[src/rtl/uart_bank_params.svh]
// constants for the banked uart register decoder: offsets, fields, resets
`ifndef UART_BANK_PARAMS_SVH
`define UART_BANK_PARAMS_SVH

// register offsets on the three address lines
`define ADDR_HOLD 3'h0
`define ADDR_IEN 3'h1
`define ADDR_ISTAT 3'h2
`define ADDR_LCTL 3'h3
`define ADDR_MCTL 3'h4
`define ADDR_LSTAT 3'h5
`define ADDR_MSTAT 3'h6
`define ADDR_SCR 3'h7

// line control value that opens the enhanced bank
`define KEY_VALUE 8'hbf
// divisor byte value that exposes revision and ident
`define DIV_ZERO 8'h00

// field positions
`define LCTL_DIV 7
`define ENH_BIT 4
`define FEAT_SWAP 6
`define SPF_GPIO 0
`define SPF_TX9 7
`define FRAC_IND 6
`define FRAC_SEL 7
`define FIFO_EN 0
`define FIFO_RXRST 1
`define FIFO_TXRST 2

// bits that exist only while enhanced functions are on
`define IEN_ENH_MASK 8'hf0
`define FCTL_ENH_MASK 8'h38
`define MCTL_ENH_MASK 8'he0
`define ISTAT_ENH_MASK 8'h30

// reset values
`define RST_BYTE 8'h00

// identity codes, arbitrary values
`define DEV_REVISION 8'h01
`define DEV_IDENT 8'h5a

`endif

[src/rtl/uart_bank_pkg.sv]
// types shared by the banked uart register decoder
package uart_bank_pkg;
    // which register bank the line control contents select
    typedef enum logic [1:0] {
        VIEW_STD = 2'b00,
        VIEW_DIV = 2'b01,
        VIEW_KEY = 2'b10
    } view_t;
    typedef logic [7:0] byte_t;
endpackage

[src/rtl/uart_banked_register_decode.sv]
// banked register file and address decode for a single-channel uart
// Function
// RULE_01: divisor view, address 0 is divisor low
// RULE_02: zero divisor exposes revision and ident reads
// RULE_03: fraction at 2 needs divisor view, enhanced
// RULE_04: fraction top bits steer divisor high access
// RULE_05: standard view: address 0 receive/transmit
// RULE_06: address 2 reads status, writes fifo control
// RULE_07: status: fifo enables, flow, source code
// RULE_08: address 1 is interrupt enable
// RULE_09: fifo control fields: triggers, wake, resets
// RULE_10: line control at 3 in every view
// RULE_11: modem control fields at address 4
// RULE_12: line status read at address 5
// RULE_13: write 5 loads rs485 setup/hysteresis
// RULE_14: modem status read at address 6
// RULE_15: write 6 loads special function, enhanced
// RULE_16: address 7: scratch or level count
// RULE_17: key view: count, feature, enhanced function
// RULE_18: key view, gpio off: flow characters
// RULE_19: key view, gpio on: gpio registers
// RULE_20: enhanced bits inert and zero unless enabled
// RULE_21: host writes key before enhanced access
`timescale 1ns/100ps
`default_nettype none
`include "uart_bank_params.svh"

module uart_banked_register_decode #(
    parameter logic [7:0] DEVICE_REVISION = `DEV_REVISION, // arbitrary value
    parameter logic [7:0] DEVICE_IDENT = `DEV_IDENT // arbitrary value
) (
    // clock and reset
    input wire logic core_clk,
    input wire logic arst_n,
    // host bus pins
    input wire logic bus_cs_n,
    input wire logic bus_rd_n,
    input wire logic bus_wr_n,
    input wire logic [2:0] bus_addr,
    input wire logic [7:0] bus_data_in,
    output logic [7:0] bus_data_out,
    output logic bus_data_oe,
    // status from the uart core
    input wire logic [7:0] rx_byte,
    input wire logic [7:0] line_status_in,
    input wire logic [7:0] modem_status_in,
    input wire logic [3:0] int_source,
    input wire logic int_rts_cts,
    input wire logic int_xoff,
    input wire logic [7:0] fifo_level,
    input wire logic [7:0] gpio_pin_level_in,
    // standard control registers
    output logic [7:0] divisor_low_byte,
    output logic [7:0] divisor_high_byte,
    output logic [7:0] divisor_high_byte_rx,
    output logic [7:0] divisor_fraction,
    output logic [7:0] interrupt_enable,
    output logic [7:0] fifo_control,
    output logic [7:0] line_control,
    output logic [7:0] modem_control,
    output logic [7:0] rs485_setup_hysteresis,
    output logic [7:0] special_function,
    output logic [7:0] enhanced_mode_select,
    // enhanced control registers
    output logic [7:0] fifo_threshold_level,
    output logic [7:0] feature_control,
    output logic [7:0] enhanced_function,
    output logic [7:0] resume_char_1,
    output logic [7:0] resume_char_2,
    output logic [7:0] pause_char_1,
    output logic [7:0] pause_char_2,
    output logic [7:0] gpio_interrupt_enable,
    output logic [7:0] gpio_tristate,
    output logic [7:0] gpio_polarity,
    output logic [7:0] gpio_function_select,
    output logic [7:0] gpio_pin_level,
    // transmit byte and one-cycle strobes to the uart core
    output logic [7:0] transmit_holding,
    output logic tx_load,
    output logic threshold_load,
    output logic rx_read,
    output logic line_stat_read,
    output logic modem_stat_read,
    output logic tx_fifo_reset,
    output logic rx_fifo_reset
);

    // pin synchronisers: first stage is read only by the second
    logic [13:0] pin_meta;
    logic [13:0] pin_sync;
    logic rd_prev; // read strobe one cycle ago
    logic wr_prev; // write strobe one cycle ago
    logic [7:0] scratch_pad; // plain storage, no port
    logic [7:0] next_rdata; // read mux result

    // synchronised bus pins
    logic cs_s;
    logic rd_s;
    logic wr_s;
    logic [2:0] addr;
    logic [7:0] wdata;
    assign cs_s = pin_sync[13];
    assign rd_s = pin_sync[12];
    assign wr_s = pin_sync[11];
    assign addr = pin_sync[10:8];
    assign wdata = pin_sync[7:0];

    // access qualifiers
    logic rd_act;
    logic wr_act;
    logic rd_start;
    logic wr_start;
    assign rd_act = !cs_s && !rd_s;
    assign wr_act = !cs_s && !wr_s;
    assign rd_start = rd_act && !rd_prev;
    assign wr_start = wr_act && !wr_prev;

    // bank selection from line control and enhanced enable
    logic key; // line control holds the key value
    logic dlab; // divisor access bit
    logic enh; // enhanced functions on
    logic gpio_bank; // special function gpio access
    logic div_zero; // divisor low byte and addressed high byte both zero
    logic high_rx; // divisor high access steered to the rx copy
    logic [7:0] div_high_sel; // divisor high byte now addressed
    uart_bank_pkg::view_t view;
    assign key = line_control == `KEY_VALUE;
    assign dlab = line_control[`LCTL_DIV];
    assign enh = enhanced_function[`ENH_BIT];
    assign gpio_bank = special_function[`SPF_GPIO];
    // independent rate generator lets the select bit pick the copy [RULE_04]
    assign high_rx = divisor_fraction[`FRAC_IND] && divisor_fraction[`FRAC_SEL];
    assign div_high_sel = high_rx ? divisor_high_byte_rx : divisor_high_byte;
    assign div_zero = divisor_low_byte == `DIV_ZERO && div_high_sel == `DIV_ZERO;

    // key wins over divisor access, since the key also sets bit 7 [RULE_21]
    always_comb
    begin
        if (key)
            view = uart_bank_pkg::VIEW_KEY;
        else if (dlab)
            view = uart_bank_pkg::VIEW_DIV;
        else
            view = uart_bank_pkg::VIEW_STD;
    end

    // per-address decode flags
    logic sel_div_lo;
    logic sel_div_hi;
    logic sel_frac;
    logic sel_key;
    logic sel_std;
    assign sel_key = view == uart_bank_pkg::VIEW_KEY;
    assign sel_std = view == uart_bank_pkg::VIEW_STD;
    assign sel_div_lo = view == uart_bank_pkg::VIEW_DIV && addr == `ADDR_HOLD; // [RULE_01]
    assign sel_div_hi = view == uart_bank_pkg::VIEW_DIV && addr == `ADDR_IEN;
    assign sel_frac = view == uart_bank_pkg::VIEW_DIV && enh && addr == `ADDR_ISTAT; // [RULE_03]

    // address 2 without fraction or key is status/fifo control [RULE_06]
    logic sel_istat;
    assign sel_istat = addr == `ADDR_ISTAT && !sel_key && !sel_frac;

    // two-flop synchronisers on every bus pin
    always_ff @(posedge core_clk or negedge arst_n)
    begin
        if (!arst_n)
        begin
            pin_meta <= 14'h3800;
            pin_sync <= 14'h3800;
        end
        else
        begin
            pin_meta <= {bus_cs_n, bus_rd_n, bus_wr_n, bus_addr, bus_data_in};
            pin_sync <= pin_meta;
        end
    end

    // strobe history for start detection
    always_ff @(posedge core_clk or negedge arst_n)
    begin
        if (!arst_n)
        begin
            rd_prev <= 1'b0;
            wr_prev <= 1'b0;
        end
        else
        begin
            rd_prev <= rd_act;
            wr_prev <= wr_act;
        end
    end

    // standard bank: divisor, enables, fifo and line/modem control
    always_ff @(posedge core_clk or negedge arst_n)
    begin
        if (!arst_n)
        begin
            divisor_low_byte <= `RST_BYTE;
            divisor_high_byte <= `RST_BYTE;
            divisor_high_byte_rx <= `RST_BYTE;
            divisor_fraction <= `RST_BYTE;
            interrupt_enable <= `RST_BYTE;
            fifo_control <= `RST_BYTE;
            line_control <= `RST_BYTE;
            modem_control <= `RST_BYTE;
            rs485_setup_hysteresis <= `RST_BYTE;
        end
        else
        begin
            if (wr_start)
            begin
                if (sel_div_lo)
                    divisor_low_byte <= wdata; // [RULE_01]
                else if (sel_div_hi && high_rx)
                    divisor_high_byte_rx <= wdata; // [RULE_04]
                else if (sel_div_hi)
                    divisor_high_byte <= wdata; // [RULE_04]
                else if (sel_frac)
                    divisor_fraction <= wdata; // [RULE_03]
                else if (sel_std && addr == `ADDR_IEN)
                    interrupt_enable <= wdata; // [RULE_08]
                else if (sel_istat)
                    fifo_control <= wdata; // [RULE_09]
                else if (addr == `ADDR_LCTL)
                    line_control <= wdata; // [RULE_10]
                else if (!sel_key && addr == `ADDR_MCTL)
                    modem_control <= wdata; // [RULE_11]
                else if (!sel_key && addr == `ADDR_LSTAT)
                    rs485_setup_hysteresis <= wdata; // [RULE_13]
            end
            // enhanced bits are held at zero while the enable is off [RULE_20]
            if (!enh)
            begin
                interrupt_enable <= interrupt_enable & ~`IEN_ENH_MASK;
                modem_control <= modem_control & ~`MCTL_ENH_MASK;
                fifo_control <= fifo_control & ~`FCTL_ENH_MASK;
                if (wr_start && sel_std && addr == `ADDR_IEN)
                    interrupt_enable <= wdata & ~`IEN_ENH_MASK;
                else if (wr_start && sel_istat)
                    fifo_control <= wdata & ~`FCTL_ENH_MASK;
                else if (wr_start && !sel_key && addr == `ADDR_MCTL)
                    modem_control <= wdata & ~`MCTL_ENH_MASK;
            end
            // reset bits act once and are not held [RULE_09]
            if (!(wr_start && sel_istat))
                fifo_control[`FIFO_TXRST:`FIFO_RXRST] <= 2'b00;
        end
    end

    // special function, mode select and scratch at addresses 6 and 7
    always_ff @(posedge core_clk or negedge arst_n)
    begin
        if (!arst_n)
        begin
            special_function <= `RST_BYTE;
            enhanced_mode_select <= `RST_BYTE;
            scratch_pad <= `RST_BYTE;
            gpio_pin_level <= `RST_BYTE;
        end
        else
        begin
            if (wr_start && !sel_key && addr == `ADDR_MSTAT && enh)
                special_function <= wdata; // [RULE_15]
            else if (tx_load)
                special_function[`SPF_TX9] <= 1'b0; // 9th bit rides one byte only
            if (wr_start && !sel_key && addr == `ADDR_SCR)
            begin
                // swap bit picks mode select, else scratch or gpio level [RULE_16]
                if (feature_control[`FEAT_SWAP])
                    enhanced_mode_select <= wdata;
                else if (gpio_bank)
                    gpio_pin_level <= wdata;
                else
                    scratch_pad <= wdata;
            end
        end
    end

    // key bank registers [RULE_17] [RULE_18] [RULE_19]
    always_ff @(posedge core_clk or negedge arst_n)
    begin
        if (!arst_n)
        begin
            fifo_threshold_level <= `RST_BYTE;
            feature_control <= `RST_BYTE;
            enhanced_function <= `RST_BYTE;
            resume_char_1 <= `RST_BYTE;
            resume_char_2 <= `RST_BYTE;
            pause_char_1 <= `RST_BYTE;
            pause_char_2 <= `RST_BYTE;
            gpio_interrupt_enable <= `RST_BYTE;
            gpio_tristate <= `RST_BYTE;
            gpio_polarity <= `RST_BYTE;
            gpio_function_select <= `RST_BYTE;
        end
        else if (wr_start && sel_key)
        begin
            if (addr == `ADDR_HOLD)
                fifo_threshold_level <= wdata; // [RULE_17]
            else if (addr == `ADDR_IEN)
                feature_control <= wdata; // [RULE_17]
            else if (addr == `ADDR_ISTAT)
                enhanced_function <= wdata; // [RULE_17]
            else if (gpio_bank && addr == `ADDR_MCTL)
                gpio_interrupt_enable <= wdata; // [RULE_19]
            else if (gpio_bank && addr == `ADDR_LSTAT)
                gpio_tristate <= wdata; // [RULE_19]
            else if (gpio_bank && addr == `ADDR_MSTAT)
                gpio_polarity <= wdata; // [RULE_19]
            else if (gpio_bank && addr == `ADDR_SCR)
                gpio_function_select <= wdata; // [RULE_19]
            else if (addr == `ADDR_MCTL)
                resume_char_1 <= wdata; // [RULE_18]
            else if (addr == `ADDR_LSTAT)
                resume_char_2 <= wdata; // [RULE_18]
            else if (addr == `ADDR_MSTAT)
                pause_char_1 <= wdata; // [RULE_18]
            else if (addr == `ADDR_SCR)
                pause_char_2 <= wdata; // [RULE_18]
        end
    end

    // strobes to the core, one cycle after the access starts
    always_ff @(posedge core_clk or negedge arst_n)
    begin
        if (!arst_n)
        begin
            transmit_holding <= `RST_BYTE;
            tx_load <= 1'b0;
            threshold_load <= 1'b0;
            rx_read <= 1'b0;
            line_stat_read <= 1'b0;
            modem_stat_read <= 1'b0;
            tx_fifo_reset <= 1'b0;
            rx_fifo_reset <= 1'b0;
        end
        else
        begin
            tx_load <= wr_start && sel_std && addr == `ADDR_HOLD; // [RULE_05]
            if (wr_start && sel_std && addr == `ADDR_HOLD)
                transmit_holding <= wdata; // [RULE_05]
            threshold_load <= wr_start && sel_key && addr == `ADDR_HOLD;
            rx_read <= rd_start && sel_std && addr == `ADDR_HOLD;
            line_stat_read <= rd_start && !sel_key && addr == `ADDR_LSTAT;
            // delta flags in the core clear on this strobe
            modem_stat_read <= rd_start && !sel_key && addr == `ADDR_MSTAT;
            tx_fifo_reset <= wr_start && sel_istat && wdata[`FIFO_TXRST]; // [RULE_09]
            rx_fifo_reset <= wr_start && sel_istat && wdata[`FIFO_RXRST]; // [RULE_09]
        end
    end

    // read mux: line control, then key bank, then divisor and standard banks
    always_comb
    begin
        next_rdata = `RST_BYTE;
        if (addr == `ADDR_LCTL)
            next_rdata = line_control; // [RULE_10]
        else if (sel_key)
        begin
            if (addr == `ADDR_HOLD)
                next_rdata = fifo_level; // [RULE_17]
            else if (addr == `ADDR_IEN)
                next_rdata = feature_control;
            else if (addr == `ADDR_ISTAT)
                next_rdata = enhanced_function;
            else if (gpio_bank && addr == `ADDR_MCTL)
                next_rdata = gpio_interrupt_enable; // [RULE_19]
            else if (gpio_bank && addr == `ADDR_LSTAT)
                next_rdata = gpio_tristate;
            else if (gpio_bank && addr == `ADDR_MSTAT)
                next_rdata = gpio_polarity;
            else if (gpio_bank)
                next_rdata = gpio_function_select;
            else if (addr == `ADDR_MCTL)
                next_rdata = resume_char_1; // [RULE_18]
            else if (addr == `ADDR_LSTAT)
                next_rdata = resume_char_2;
            else if (addr == `ADDR_MSTAT)
                next_rdata = pause_char_1;
            else
                next_rdata = pause_char_2;
        end
        else if (sel_div_lo)
            next_rdata = div_zero ? DEVICE_REVISION : divisor_low_byte; // [RULE_02]
        else if (sel_div_hi)
            next_rdata = div_zero ? DEVICE_IDENT : div_high_sel; // [RULE_02] [RULE_04]
        else if (sel_frac)
            next_rdata = divisor_fraction;
        else if (addr == `ADDR_HOLD)
            next_rdata = rx_byte; // [RULE_05]
        else if (addr == `ADDR_IEN)
            next_rdata = interrupt_enable; // [RULE_08]
        else if (addr == `ADDR_ISTAT)
            // upper flow bits only while enhanced is on [RULE_07] [RULE_20]
            next_rdata = {{2{fifo_control[`FIFO_EN]}}, int_rts_cts, int_xoff, int_source}
                & (enh ? 8'hff : ~`ISTAT_ENH_MASK);
        else if (addr == `ADDR_MCTL)
            next_rdata = modem_control; // [RULE_11]
        else if (addr == `ADDR_LSTAT)
            next_rdata = line_status_in; // [RULE_12]
        else if (addr == `ADDR_MSTAT)
            next_rdata = modem_status_in; // [RULE_14]
        else if (feature_control[`FEAT_SWAP])
            next_rdata = fifo_level; // [RULE_16]
        else if (gpio_bank)
            next_rdata = gpio_pin_level_in;
        else
            next_rdata = scratch_pad; // [RULE_16]
    end

    // data pins driven only while a read strobe is seen
    always_ff @(posedge core_clk or negedge arst_n)
    begin
        if (!arst_n)
        begin
            bus_data_out <= `RST_BYTE;
            bus_data_oe <= 1'b0;
        end
        else
        begin
            bus_data_oe <= rd_act;
            bus_data_out <= rd_act ? next_rdata : `RST_BYTE;
        end
    end
endmodule // uart_banked_register_decode

`default_nettype wire

[config.mk]
export PLATFORM = sky130hd
export DESIGN_NAME = uart_banked_register_decode
export DESIGN_NICKNAME = d
export VERILOG_FILES = /design/src/rtl/uart_bank_pkg.sv /design/src/rtl/uart_banked_register_decode.sv
export VERILOG_INCLUDE_DIRS = /design/src /design/src/rtl
export SDC_FILE = /design/constraint.sdc
export NUM_CORES = 1
export LEC_CHECK = 0
export ABC_AREA = 1
export BUFFER_PORTS_ARGS = -buffer_cell sky130_fd_sc_hd__buf_2
export CELL_PAD_IN_SITES_DETAIL_PLACEMENT = 0
export CELL_PAD_IN_SITES_GLOBAL_PLACEMENT = 1
export CORE_AREA = 2 2 166 168
export DETAILED_ROUTE_END_ITERATION = 10
export DIE_AREA = 0 0 168 170
export GPL_ROUTABILITY_DRIVEN = 0
export PLACE_DENSITY_LB_ADDON = 0.25
export RECOVER_POWER = 50
export REMOVE_ABC_BUFFERS = 1
export SETUP_SLACK_MARGIN = 0.5
export SYNTH_ARGS = -nofsm -noshare
export SYNTH_HDL_FRONTEND = slang
export SYNTH_SLANG_ARGS = --single-unit
[constraint.sdc]
create_clock -name core_clk -period 5.3 [get_ports core_clk]
set_input_delay 1.06 -clock core_clk [delete_from_list [all_inputs] [get_ports core_clk]]
set_output_delay 1.06 -clock core_clk [all_outputs]
set_load 0.02 [all_outputs]
# Yosys cells after proc, flatten, opt, wreduce, memory -nomap -nowiden

Index checks and enable logic that the tools add are counted.

Bits in registers: 245
Output and inout port bits: 208
Logic and storage cells: 238

Equality and inequality tests: 31
Mux-type cells: 64
Bitwise gates (word level): 21
Reduce and logical (&&, ||, !) cells: 80

Operator list:

| operator           | count |
|---|---|
| $mux 8             | 54 |
| $logic_and 1x1->1  | 38 |
| $reduce_and 9->1   | 3 |
| $ne 3x3->1 const B | 8 |
| $reduce_and 12->1  | 2 |
| $reduce_and 8->1   | 3 |
| $reduce_and 7->1   | 3 |
| $not 1->1          | 20 |
| $reduce_and 10->1  | 2 |
| $ne 2x2->1 const B | 9 |
| $logic_not 8->1    | 2 |
| $mux 5             | 3 |
| $eq 3x3->1 const B | 4 |
| $reduce_and 3->1   | 4 |
| $reduce_and 6->1   | 2 |
| $reduce_and 11->1  | 1 |
| $reduce_and 5->1   | 2 |
| $and 8x8->8        | 1 |
| $eq 8x8->1 const B | 1 |
| $ne 2x1->1 const B | 4 |
| $reduce_and 4->1   | 2 |
| $reduce_bool 2->1  | 4 |
| $logic_not 1->1    | 7 |
| $eq 3x2->1 const B | 2 |
| other kinds (10)   | 15 |

# Depth between registers and ports, before layout

Gate-level depths: netlist of run 1.

Depth in word-level cells: 16
Mapped depth: 17
Gate-level depth less buffers: 16

# Worst setup path after synthesis of run 1

OpenSTA, ideal clock, no wires.

Path type: in2reg
Start point: input fifo_level[1]
End point: register bus_data_out[1]
Library setup time: 0.124 ns
Data arrival time: 1.823 ns
Required time: 5.176 ns
Setup slack: 3.353 ns
Stages: 11
Buffers on the path: 0
Cells stage by stage: or2_2 > nand3_1 > nand3_1 > nand2_1 > nand2_1 > nand2_1 > nand2_1 > nand2_1 > nand2_1 > nand2_1 > a21oi_1

Cells in the longest elaborated chain, start to end: 13

RTL lines:

| element              | line                               | source |
|---|---|---|
| from (decl)          | uart_banked_register_decode.sv:50  | `input wire logic [7:0] fifo_level,` |
| $mux 8               | uart_banked_register_decode.sv:403 | `` else if (feature_control[`FEAT_SWAP]) `` |
| $mux 8               | uart_banked_register_decode.sv:401 | `` else if (addr == `ADDR_MSTAT) `` |
| $mux 8               | uart_banked_register_decode.sv:399 | `` else if (addr == `ADDR_LSTAT) `` |
| $mux 8               | uart_banked_register_decode.sv:397 | `` else if (addr == `ADDR_MCTL) `` |
| $mux 8               | uart_banked_register_decode.sv:393 | `` else if (addr == `ADDR_ISTAT) `` |
| $mux 8               | uart_banked_register_decode.sv:391 | `` else if (addr == `ADDR_IEN) `` |
| $mux 8               | uart_banked_register_decode.sv:389 | `` else if (addr == `ADDR_HOLD) `` |
| $mux 8               | uart_banked_register_decode.sv:387 | `else if (sel_frac)` |
| $mux 8               | uart_banked_register_decode.sv:385 | `else if (sel_div_hi)` |
| $mux 8               | uart_banked_register_decode.sv:383 | `else if (sel_div_lo)` |
| $mux 8 (*)           | uart_banked_register_decode.sv:358 | `else if (sel_key)` |
| $mux 8 (*)           | uart_banked_register_decode.sv:356 | `` if (addr == `ADDR_LCTL) `` |
| $mux 8 (no line) (*) | --                                 |  |
| to (signal assigned) | uart_banked_register_decode.sv:416 | `` bus_data_out <= `RST_BYTE; `` |
| to (signal assigned) | uart_banked_register_decode.sv:422 | `` bus_data_out <= rd_act ? next_rdata : `RST_BYTE; `` |
| to (decl)            | uart_banked_register_decode.sv:41  | `output logic [7:0] bus_data_out,` |

Every way passes the cells marked *; elsewhere a longest branch is shown, timed or not.
A chain may end at the register's enable or synchronous reset.

==> results.cfg, run 1 <==
[status]
status = finished with violations
violations = max-capacitance violations, max-slew violations

[final_layout]
nNetsFinal = 1601
area_delta_synth_final_pct = 22.78
utilization_pct = 49.85
fin_cells = 1903
drive_gt1_share_pct = 19.55
reg.largest.list = pin_meta x14, pin_sync x14
finalInstanceArea_mm2 = 0.01328

[place]
postPlaceCellArea_mm2 = 0.01237
dp_hpwl_um = 26560
io_buffer_count = 269
placed_cells_incl_taps = 1851

[worst_setup_path]
critical_path_arrival_ns = 4.21
cp_max_fo = 119
crit_path_cell_trace = clkbuf_2 > clkbuf_2
required_ns = 5.83
cp_slowest_stage_delay_ns = 2.04
cpLargestDelayFamily = buffers and inverters
crit_path_start = arst_n
endpoint_kind = async pin
critPathBufInv = 2
start_kind = input port
crit_type = in2async
r2r-start = pin_sync[9]$_DFF_PN0_
crit_top_cell = clkbuf_2
cp_slowest_cell = clkbuf_2

[clock_network]
clock-root-buffer = clkbuf_16
cts_resized = 0
clockBufferDepth = 3
htree_levels = 1
cts_tree = built
cts_setup_buffers = 0
ctsHoldBuffers = 0
numCtsBuffers = 27
clock_sinks = 245
clk_pin_slew_ns = 0.06
clk_latency_ns = 0.54

[global_route]
grt_util_all_layers_pct = 26.06
grt_pass1_vias = 9302
grt-ovfl-total = 0
antenna_found_initial = 3
grt_pass1_wl_um = 56460
grt_max_degree = 120

[timing]
fin_hold_ws_ns = 0.3431
setup_tns_ns = 0
post-route-period-util_pct = 69.58
hold_violations = 0
finalCriticalPeriod_ns = 3.688
fin_skew_ns = 0.01851
slew_headroom_pct = -100.5
tightest_slew_ns = 3.007
rsz0062_at_grt = no
finalSetupViolCount = 0
drv_slew = 120
fmax_ghz = 0.2712

[worst_hold_path]
hold_class = reg2reg
hp-start = pin_meta[9]$_DFF_PN0_

[logic_synthesis]
ys_ff_latch = 245
avgSynthCellArea_um2 = 8.335
synth.area.top_cells = dfrtp_1, nand2_1, o21ai_0, nor2_1, inv_1
synth_top_cell_area_share_pct = 55.28
ys_warn_count = 0
synth_cells = 1298
yosysTopAreaCell = dfrtp_1
synth.yosys.seq_area_share_pct = 56.74
yosysUniqueCellTypes = 36
synth_area_mm2 = 0.01082

[routing]
vias_per_cell = 5.160
first_pass_iters = 5
met1Wirelength_um = 16900
wl_per_cell_um = 19.70
dr_wl_met3_um = 2983
drt-initial-drc-count = 821
vias = 9820
drt-total-wl_um = 37500
wl_met2_um = 16620
ant_nets = 0
highest_layer = met5
drc = 0

[floorplan]
num_io_pins = 270
dieArea_mm2 = 0.02856
die_x_um = 168
rows = 60
start_util_pct = 40.60
core-area_mm2 = 0.02665
die_h_um = 170

[power]
p_leak_nw = 6.852
powerDensity_mw_per_mm2 = 360.0
ir_worst_vdd_mv = 0.2466

[job]
maxCapViolCount = 1
-- final timing paths --
path,to,slack [ns],cells past startpoint
setup / recovery,transmit_holding[0]$_DFFE_PN0P_,1.61,2
hold / removal,pin_sync[9]$_DFF_PN0_,0.34,0
setup reg to reg,bus_data_out[1]$_DFF_PN0_,2.02,11
hold reg to reg,pin_sync[9]$_DFF_PN0_,0.34,0
max in group core_clk,bus_data_out[1]$_DFF_PN0_,2.02,11
min in group asynchronous,gpio_pin_level[6]$_DFFE_PN0P_,1.47,1
-- cells in the final DEF (no fill, tap or decap), types with 23 or more instances in the layout --
master / count
a21oi_1: 61
buf_2: 195
clkbuf_1: 74
clkbuf_16: 27
dfrtp_1: 239
inv_1: 86
nand2_1: 407
nand3_1: 33
nor2_1: 95
o21ai_0: 199
o21ai_1: 23
-- cell type report --
| class | count | area (um^2) |
|---|---|---|
| fill | 2675 | 13370 |
| sequential | 245 | 6138 |
| multi-input combinational | 891 | 4018 |
| timing repair buffer | 278 | 1318 |
| clock buffer | 32 | 734.5 |
| tap | 341 | 426.7 |
| inverter | 96 | 360.3 |
| clock inverter | 18 | 284.0 |
| antenna | 2 | 5.005 |
-- kinds of logic after synthesis --
| family | Yosys count | synth area share, % |
|---|---|---|
| compound gates | 305 | 14.86 |
| buf+inv | 162 | 6.060 |
| flops | 245 | 56.74 |
| mux | 4 | 0.3701 |
| simple gates | 582 | 21.97 |
-- where the power goes --
group | internal, mW | switching, mW | leakage (nW)
logic | 0.167 | 0.429 | 3.08
registers | 1.98 | 0.0818 | 3.28
clock network | 1.33 | 0.792 | 0.495
-- per-stage QoR --
stage / setup slack [ns] / total power, mW
after floorplan: 2.779 / 2.406
after global placement: 2.059 / 2.692
after detailed placement: 2.014 / 2.698
after CTS: 1.996 / 4.830
after global routing: 0.8716 / 4.971
final: 1.612 / 4.782
-- Yosys cell counts, drive strengths merged --
cell	number
a211oi	1
a31oi	1
nand4	8
nand3b	3
or2	18
dfrtp	239
o21a	1
o21bai	1
dfstp	6
clkinv	1
inv	95
o22ai	2
a221oi	1
o31ai	1
o221a	5
a41oi	1
o21ai	222
nand3	36
nand2	409
clkbuf	43
a21oi	61
nor2	100
mux2i	4
buf	23
o41ai	1
o211ai	7
nor3	8
-- metal layers --
layer	vias up	global-route usage, %
met2	383	39.92
met5	-	0
li1	4673	-
met1	4704	37.12
met3	58	6.465
met4	2	6.843
(Power assumes the default switching activity.)
==> run 2: changes to the inputs <==
CORE_AREA = 2 2 179 181   (was 2 2 166 168)
DIE_AREA = 0 0 181 183   (was 0 0 168 170)
clock period = 3.2 ns   (was 5.3 ns; I/O delays follow)
==> run 2 against run 1 <==
The flow still finishes with violations (max-capacitance violations, max-slew violations). Non-clock buffer count up 19. Die area up 16%. Clock power up 58%. Sequential power up 67%. Worst hold slack worse by 0.17 ns. Largest cell class unchanged. Sequential cell count unchanged. Global-route usage down 2.1 points. Via count up 0.60%. Critical path type is now reg2reg. Largest power group is now sequential cells.
==> results.cfg, run 2 (synthesized netlist as in run 1, its figures left out) <==
[worst_hold_path]
hp-start = bus_cs_n
hold_class = in2reg

[timing]
finalCriticalPeriod_ns = 2.464
post-route-period-util_pct = 76.99
slew_headroom_pct = -56.99
drv_slew = 89
fin_ws_ns = 0.7364
rsz0062_at_grt = yes
hold_violations = 0
fmax_ghz = 0.4059
tightest_slew_ns = 2.355
fin_skew_ns = 0.02424
setup_tns_ns = 0
finalSetupViolCount = 0

[final_layout]
layout_commonest_cell = nand2_1
antenna_cells = 0
utilization_pct = 43.25
seq_area_mm2 = 0.006138
reg.largest.list = pin_meta x14, pin_sync x14
multi_input_area_mm2 = 0.004058
area_delta_synth_final_pct = 24.84
fillers = 3338
nNetsFinal = 1622
final_cell_mix = nand2_1, dfrtp_1, o21ai_0
drive_gt1_share_pct = 20.81

[global_route]
grt_util_all_layers_pct = 23.97
grt_pass1_vias = 9613
grt-ovfl-total = 0
grt_pass1_wl_um = 60420
antenna_found_initial = 1
grt_max_degree = 91

[clock_network]
clockBufferDepth = 3
cts_setup_buffers = 0
clk_pin_slew_ns = 0.07
numCtsBuffers = 29
clk_latency_ns = 0.55
htree_levels = 1
clock-root-buffer = clkbuf_16
cts_tree = built
clock_sinks = 245

[routing]
vias_per_cell = 4.994
wl_met2_um = 17940
dr_wl_met3_um = 2906
drc = 0
first_pass_iters = 5
drt-total-wl_um = 40410
ant_nets = 0
drt-initial-drc-count = 750
wl_per_cell_um = 20.43
vias = 9879
highest_layer = met5
met1Wirelength_um = 18670

[floorplan]
start_util_pct = 34.64
die_x_um = 181
core-area_mm2 = 0.03123
die_h_um = 183
rows = 65
dieArea_mm2 = 0.03312
num_io_pins = 270

[worst_setup_path]
critical_path_arrival_ns = 2.94
crit_path_start = line_control[7]$_DFFE_PN0P_
cp_max_fo = 15
r2r-start = line_control[7]$_DFFE_PN0P_
endpoint_kind = register
crit_type = reg2reg
start_kind = register
cp-endpoint = bus_data_out[5]$_DFF_PN0_
r2r_cells = 10
required_ns = 3.68
rrSetupSlack_ns = 0.74
r2r_end = bus_data_out[5]$_DFF_PN0_

[status]
status = finished with violations
violations = max-capacitance violations, max-slew violations

[power]
p_leak_nw = 6.930
powerDensity_mw_per_mm2 = 577.8
ir_worst_vdd_mv = 0.3663

[place]
dp_hpwl_um = 29090
pre_cts_ws_ns = 0.6596
io_buffer_count = 269

[job]
maxCapViolCount = 1
-- run 2: changes by cell type in the layout (fill, tap and decap cells not counted), sizes merged --
| cell | change |
|---|---|
| buf | +22 |
| clkinv | -1 |
| bufinv | -3 |
| clkinvlp | -2 |
| clkbuf | +2 |
| diode | -2 |
| inv | -2 |
-- run 2: stage by stage --
step | instance area (um^2) | total power [mW] | instances | hold WS [ns]
2_1_floorplan | 10520 | 3.985 | 1232 | 0.3312
3_3_place_gp | 12620 | 4.491 | 1931 | 0.3329
3_5_place_dp | 12620 | 4.497 | 1931 | 0.3355
4_1_cts | 13570 | 7.879 | 1978 | 0.1514
5_1_grt | 13510 | 8.135 | 1978 | 0.1677
6_report | 13510 | 7.804 | 1978 | 0.1763
-- run 2: report_power, final --
part	internal (mW)	switching [mW]
clock network	2.06	1.31
registers	3.28	0.150
logic	0.291	0.714
total	5.63	2.18
-- run 2: timing repair --
action                     CTS  global route
setup endpoints to repair    0            35
hold buffers                 0             0
resized for setup            0             7
-- run 2: final cells by class --
cell class                 count  share of cell area [%]
clock buffer                  37                   5.892
sequential                   245                   45.45
clock inverter                10                   1.186
tap                          402                   3.724
multi-input combinational    891                   30.04
inverter                      96                   2.668
timing repair buffer         297                   11.04
-- run 2: critical path: stages (launching register included) --
cell and delay (ns):
dfrtp_1 0.54, inv_2 0.12, nor3_2 0.22, nand2_2 0.24, nand3_1 0.44, inv_2 0.15
nor3_1 0.27, nand2_1 0.08, nand3b_1 0.08, nand3_1 0.09, a21oi_1 0.14
-- run 2: layer usage --
| metal | global-route usage (%) | vias to the layer above |
|---|---|---|
| li1 | - | 4720 |
| met4 | 6.081 | 2 |
| met1 | 34.04 | 4789 |
| met3 | 5.878 | 49 |
| met2 | 36.86 | 319 |
| met5 | 0 | - |
-- run 2: worst min-delay path by stage --
stage,end,cells past startpoint
after floorplan,pin_sync[0]$_DFF_PN0_,0
after detailed placement,pin_sync[1]$_DFF_PN0_,0
after global placement,pin_sync[4]$_DFF_PN0_,0
after global routing,pin_meta[12]$_DFF_PN1_,1
after CTS,fifo_threshold_level[4]$_DFFE_PN0P_,1
final,pin_meta[13]$_DFF_PN1_,1
==> run 3: changes to the inputs <==
clock period = 2.08 ns   (was 3.2 ns; I/O delays follow)
==> run 3 against run 2 <==
The flow now finishes without violations. Sequential share of layout area fell by 11 points. Setup slack got worse by 0.69 ns. Largest cell class unchanged. Global-route usage increased by 1.9 points. Non-clock buffer count rose by 253. Register-to-register slack worse by 0.69 ns. First-iteration DRC count is 17% higher. Sequential cell count did not move. Critical endpoint is now bus_data_out[2]$_DFF_PN0_.
==> results.cfg, run 3 (synthesized netlist as in run 1, its figures left out) <==
[status]
status = finished clean

[timing]
post-route-period-util_pct = 97.72
fin_ws_ns = 0.04740
drv_slew = 0
fin_hold_ws_ns = 0.3455
finalSetupViolCount = 0
fin_skew_ns = 0.01470
hold_violations = 0
tightest_slew_ns = 1.010
rsz0062_at_grt = yes
fmax_ghz = 0.4920
finalCriticalPeriod_ns = 2.033
slew_headroom_pct = 32.68

[clock_network]
clockBufferDepth = 3
htree_levels = 1
clock_sinks = 245
clk_pin_slew_ns = 0.07
clock-root-buffer = clkbuf_16
cts_tree = built
numCtsBuffers = 28
clk_latency_ns = 0.56

[worst_setup_path]
r2r-start = pin_sync[8]$_DFF_PN0_
endpoint_kind = register
cp_max_fo = 7
r2r_cells = 10
rrSetupSlack_ns = 0.05
cp_slowest_stage_delay_ns = 0.41
start_kind = register
critPathBufInv = 6
crit_path_cell_trace = inv_4 > buf_6 > nor3_2 > buf_4 > clkinvlp_4 > buf_4 > buf_4 > o221a_2 > a21oi_2 > a21oi_2
crit_type = reg2reg
cp_slowest_cell = dfrtp_2
cpLargestDelayFamily = buffers and inverters
crit_top_cell = buf_4
required_ns = 2.51
r2r_end = bus_data_out[2]$_DFF_PN0_
critical_path_arrival_ns = 2.46

[place]
io_buffer_count = 269
dp_hpwl_um = 29390
pre_cts_ws_ns = -0.04862
placed_cells_incl_taps = 1995

[power]
ir_worst_vdd_mv = 0.6674
powerDensity_mw_per_mm2 = 722.5
p_leak_nw = 9.104

[routing]
ant_nets = 0
drc = 0
drt-total-wl_um = 46250
vias = 11424
wl_per_cell_um = 20.62
first_pass_iters = 5
vias_per_cell = 5.093
drt-initial-drc-count = 881

[global_route]
antenna_found_initial = 0
grt_util_all_layers_pct = 25.84
grt-ovfl-total = 0
grt_pass1_wl_um = 64760
grt_pass1_vias = 10529
grt_max_degree = 62

[worst_hold_path]
hold_class = reg2reg
whs_endpoint = pin_sync[5]$_DFF_PN0_
min_path_cells = 0
hp-start = pin_meta[5]$_DFF_PN0_

[floorplan]
start_util_pct = 34.64
rows = 65
num_io_pins = 270
die_x_um = 181
core-area_mm2 = 0.03123
dieArea_mm2 = 0.03312
die_h_um = 183

[final_layout]
reg.largest.list = pin_meta x14, pin_sync x14
antenna_cells = 0
layout_commonest_cell = nand2_1
final_cell_mix = nand2_1, dfrtp_1, buf_2
area_delta_synth_final_pct = 67.50
fin_cells = 2243
drive_gt1_share_pct = 51.17
nNetsFinal = 1881

[job]
maxCapViolCount = 0
run 3: changes by cell type in the layout (fill, tap and decap cells not counted), sizes merged:
cell and change:
buf +297, bufbuf +1, bufinv +1, clkbuf -59, clkinv +2, clkinvlp +6, dlygate4sd3 +15, inv -5
nand2 +5, nand3 +2
run 3: area by class of cell:
cell class / count / area, um^2
Clock buffer: 38 / 809.5
Clock inverter: 14 / 205.2
Fill cell: 2792 / 13110
Inverter: 96 / 411.6
Multi-Input combinational cell: 898 / 5461
Sequential cell: 245 / 6165
Tap cell: 402 / 503.0
Timing Repair Buffer: 550 / 4567
run 3: metrics by stage:
stage | cell area [um^2] | power (mW) | TNS [ns] | utilization [%]
4_1_cts | 15900 | 12.71 | 0 | 50.90
3_3_place_gp | 13200 | 7.059 | -0.03545 | 42.26
5_1_grt | 18120 | 13.60 | -0.07680 | 58.03
6_report | 18120 | 13.09 | 0 | 58.03
3_5_place_dp | 13200 | 7.076 | -0.09632 | 42.26
2_1_floorplan | 10520 | 6.131 | -15.24 | -
run 3: routing by layer:
| metal | part of all wire, % | wire length, um | global-route usage (%) |
|---|---|---|---|
| met1 | 43 | 19770 | 35.70 |
| met2 | 46 | 21490 | 40.18 |
| met3 | 8.0 | 3682 | 6.195 |
| met4 | 2.8 | 1304 | 8.358 |
| met5 | 0 | 0 | 0 |
run 3: power breakdown:
part	leakage [nW]	switching, mW	internal, mW	total [mW]
clock network	0.489	2.07	3.34	5.40
registers	3.24	0.219	5.05	5.26
logic	5.37	1.41	1.02	2.43
run 3: worst max path at each step:
stage | startpoint | to | slack (ns) | cells after the start
6_report | pin_sync[8]$_DFF_PN0_ | bus_data_out[2]$_DFF_PN0_ | 0.05 | 10
5_1_grt | pin_sync[8]$_DFF_PN0_ | bus_data_out[0]$_DFF_PN0_ | -0.04 | 10
4_1_cts | pin_sync[8]$_DFF_PN0_ | bus_data_out[6]$_DFF_PN0_ | 0.14 | 18
3_5_place_dp | divisor_fraction[7]$_DFFE_PN0P_ | bus_data_out[0]$_DFF_PN0_ | -0.05 | 13
3_3_place_gp | pin_sync[8]$_DFF_PN0_ | bus_data_out[6]$_DFF_PN0_ | -0.03 | 15
2_1_floorplan | special_function[0]$_DFFE_PN0P_ | bus_data_out[2]$_DFF_PN0_ | -0.44 | 12
run 3: what timing repair did:
action,CTS,global route
pin swaps,56,60
endpoints found under the setup margin,257,296
cloned,20,10
gates resized for setup,293,473
endpoints found under the hold margin,59,0
hold buffers,15,0
setup buffers,45,106
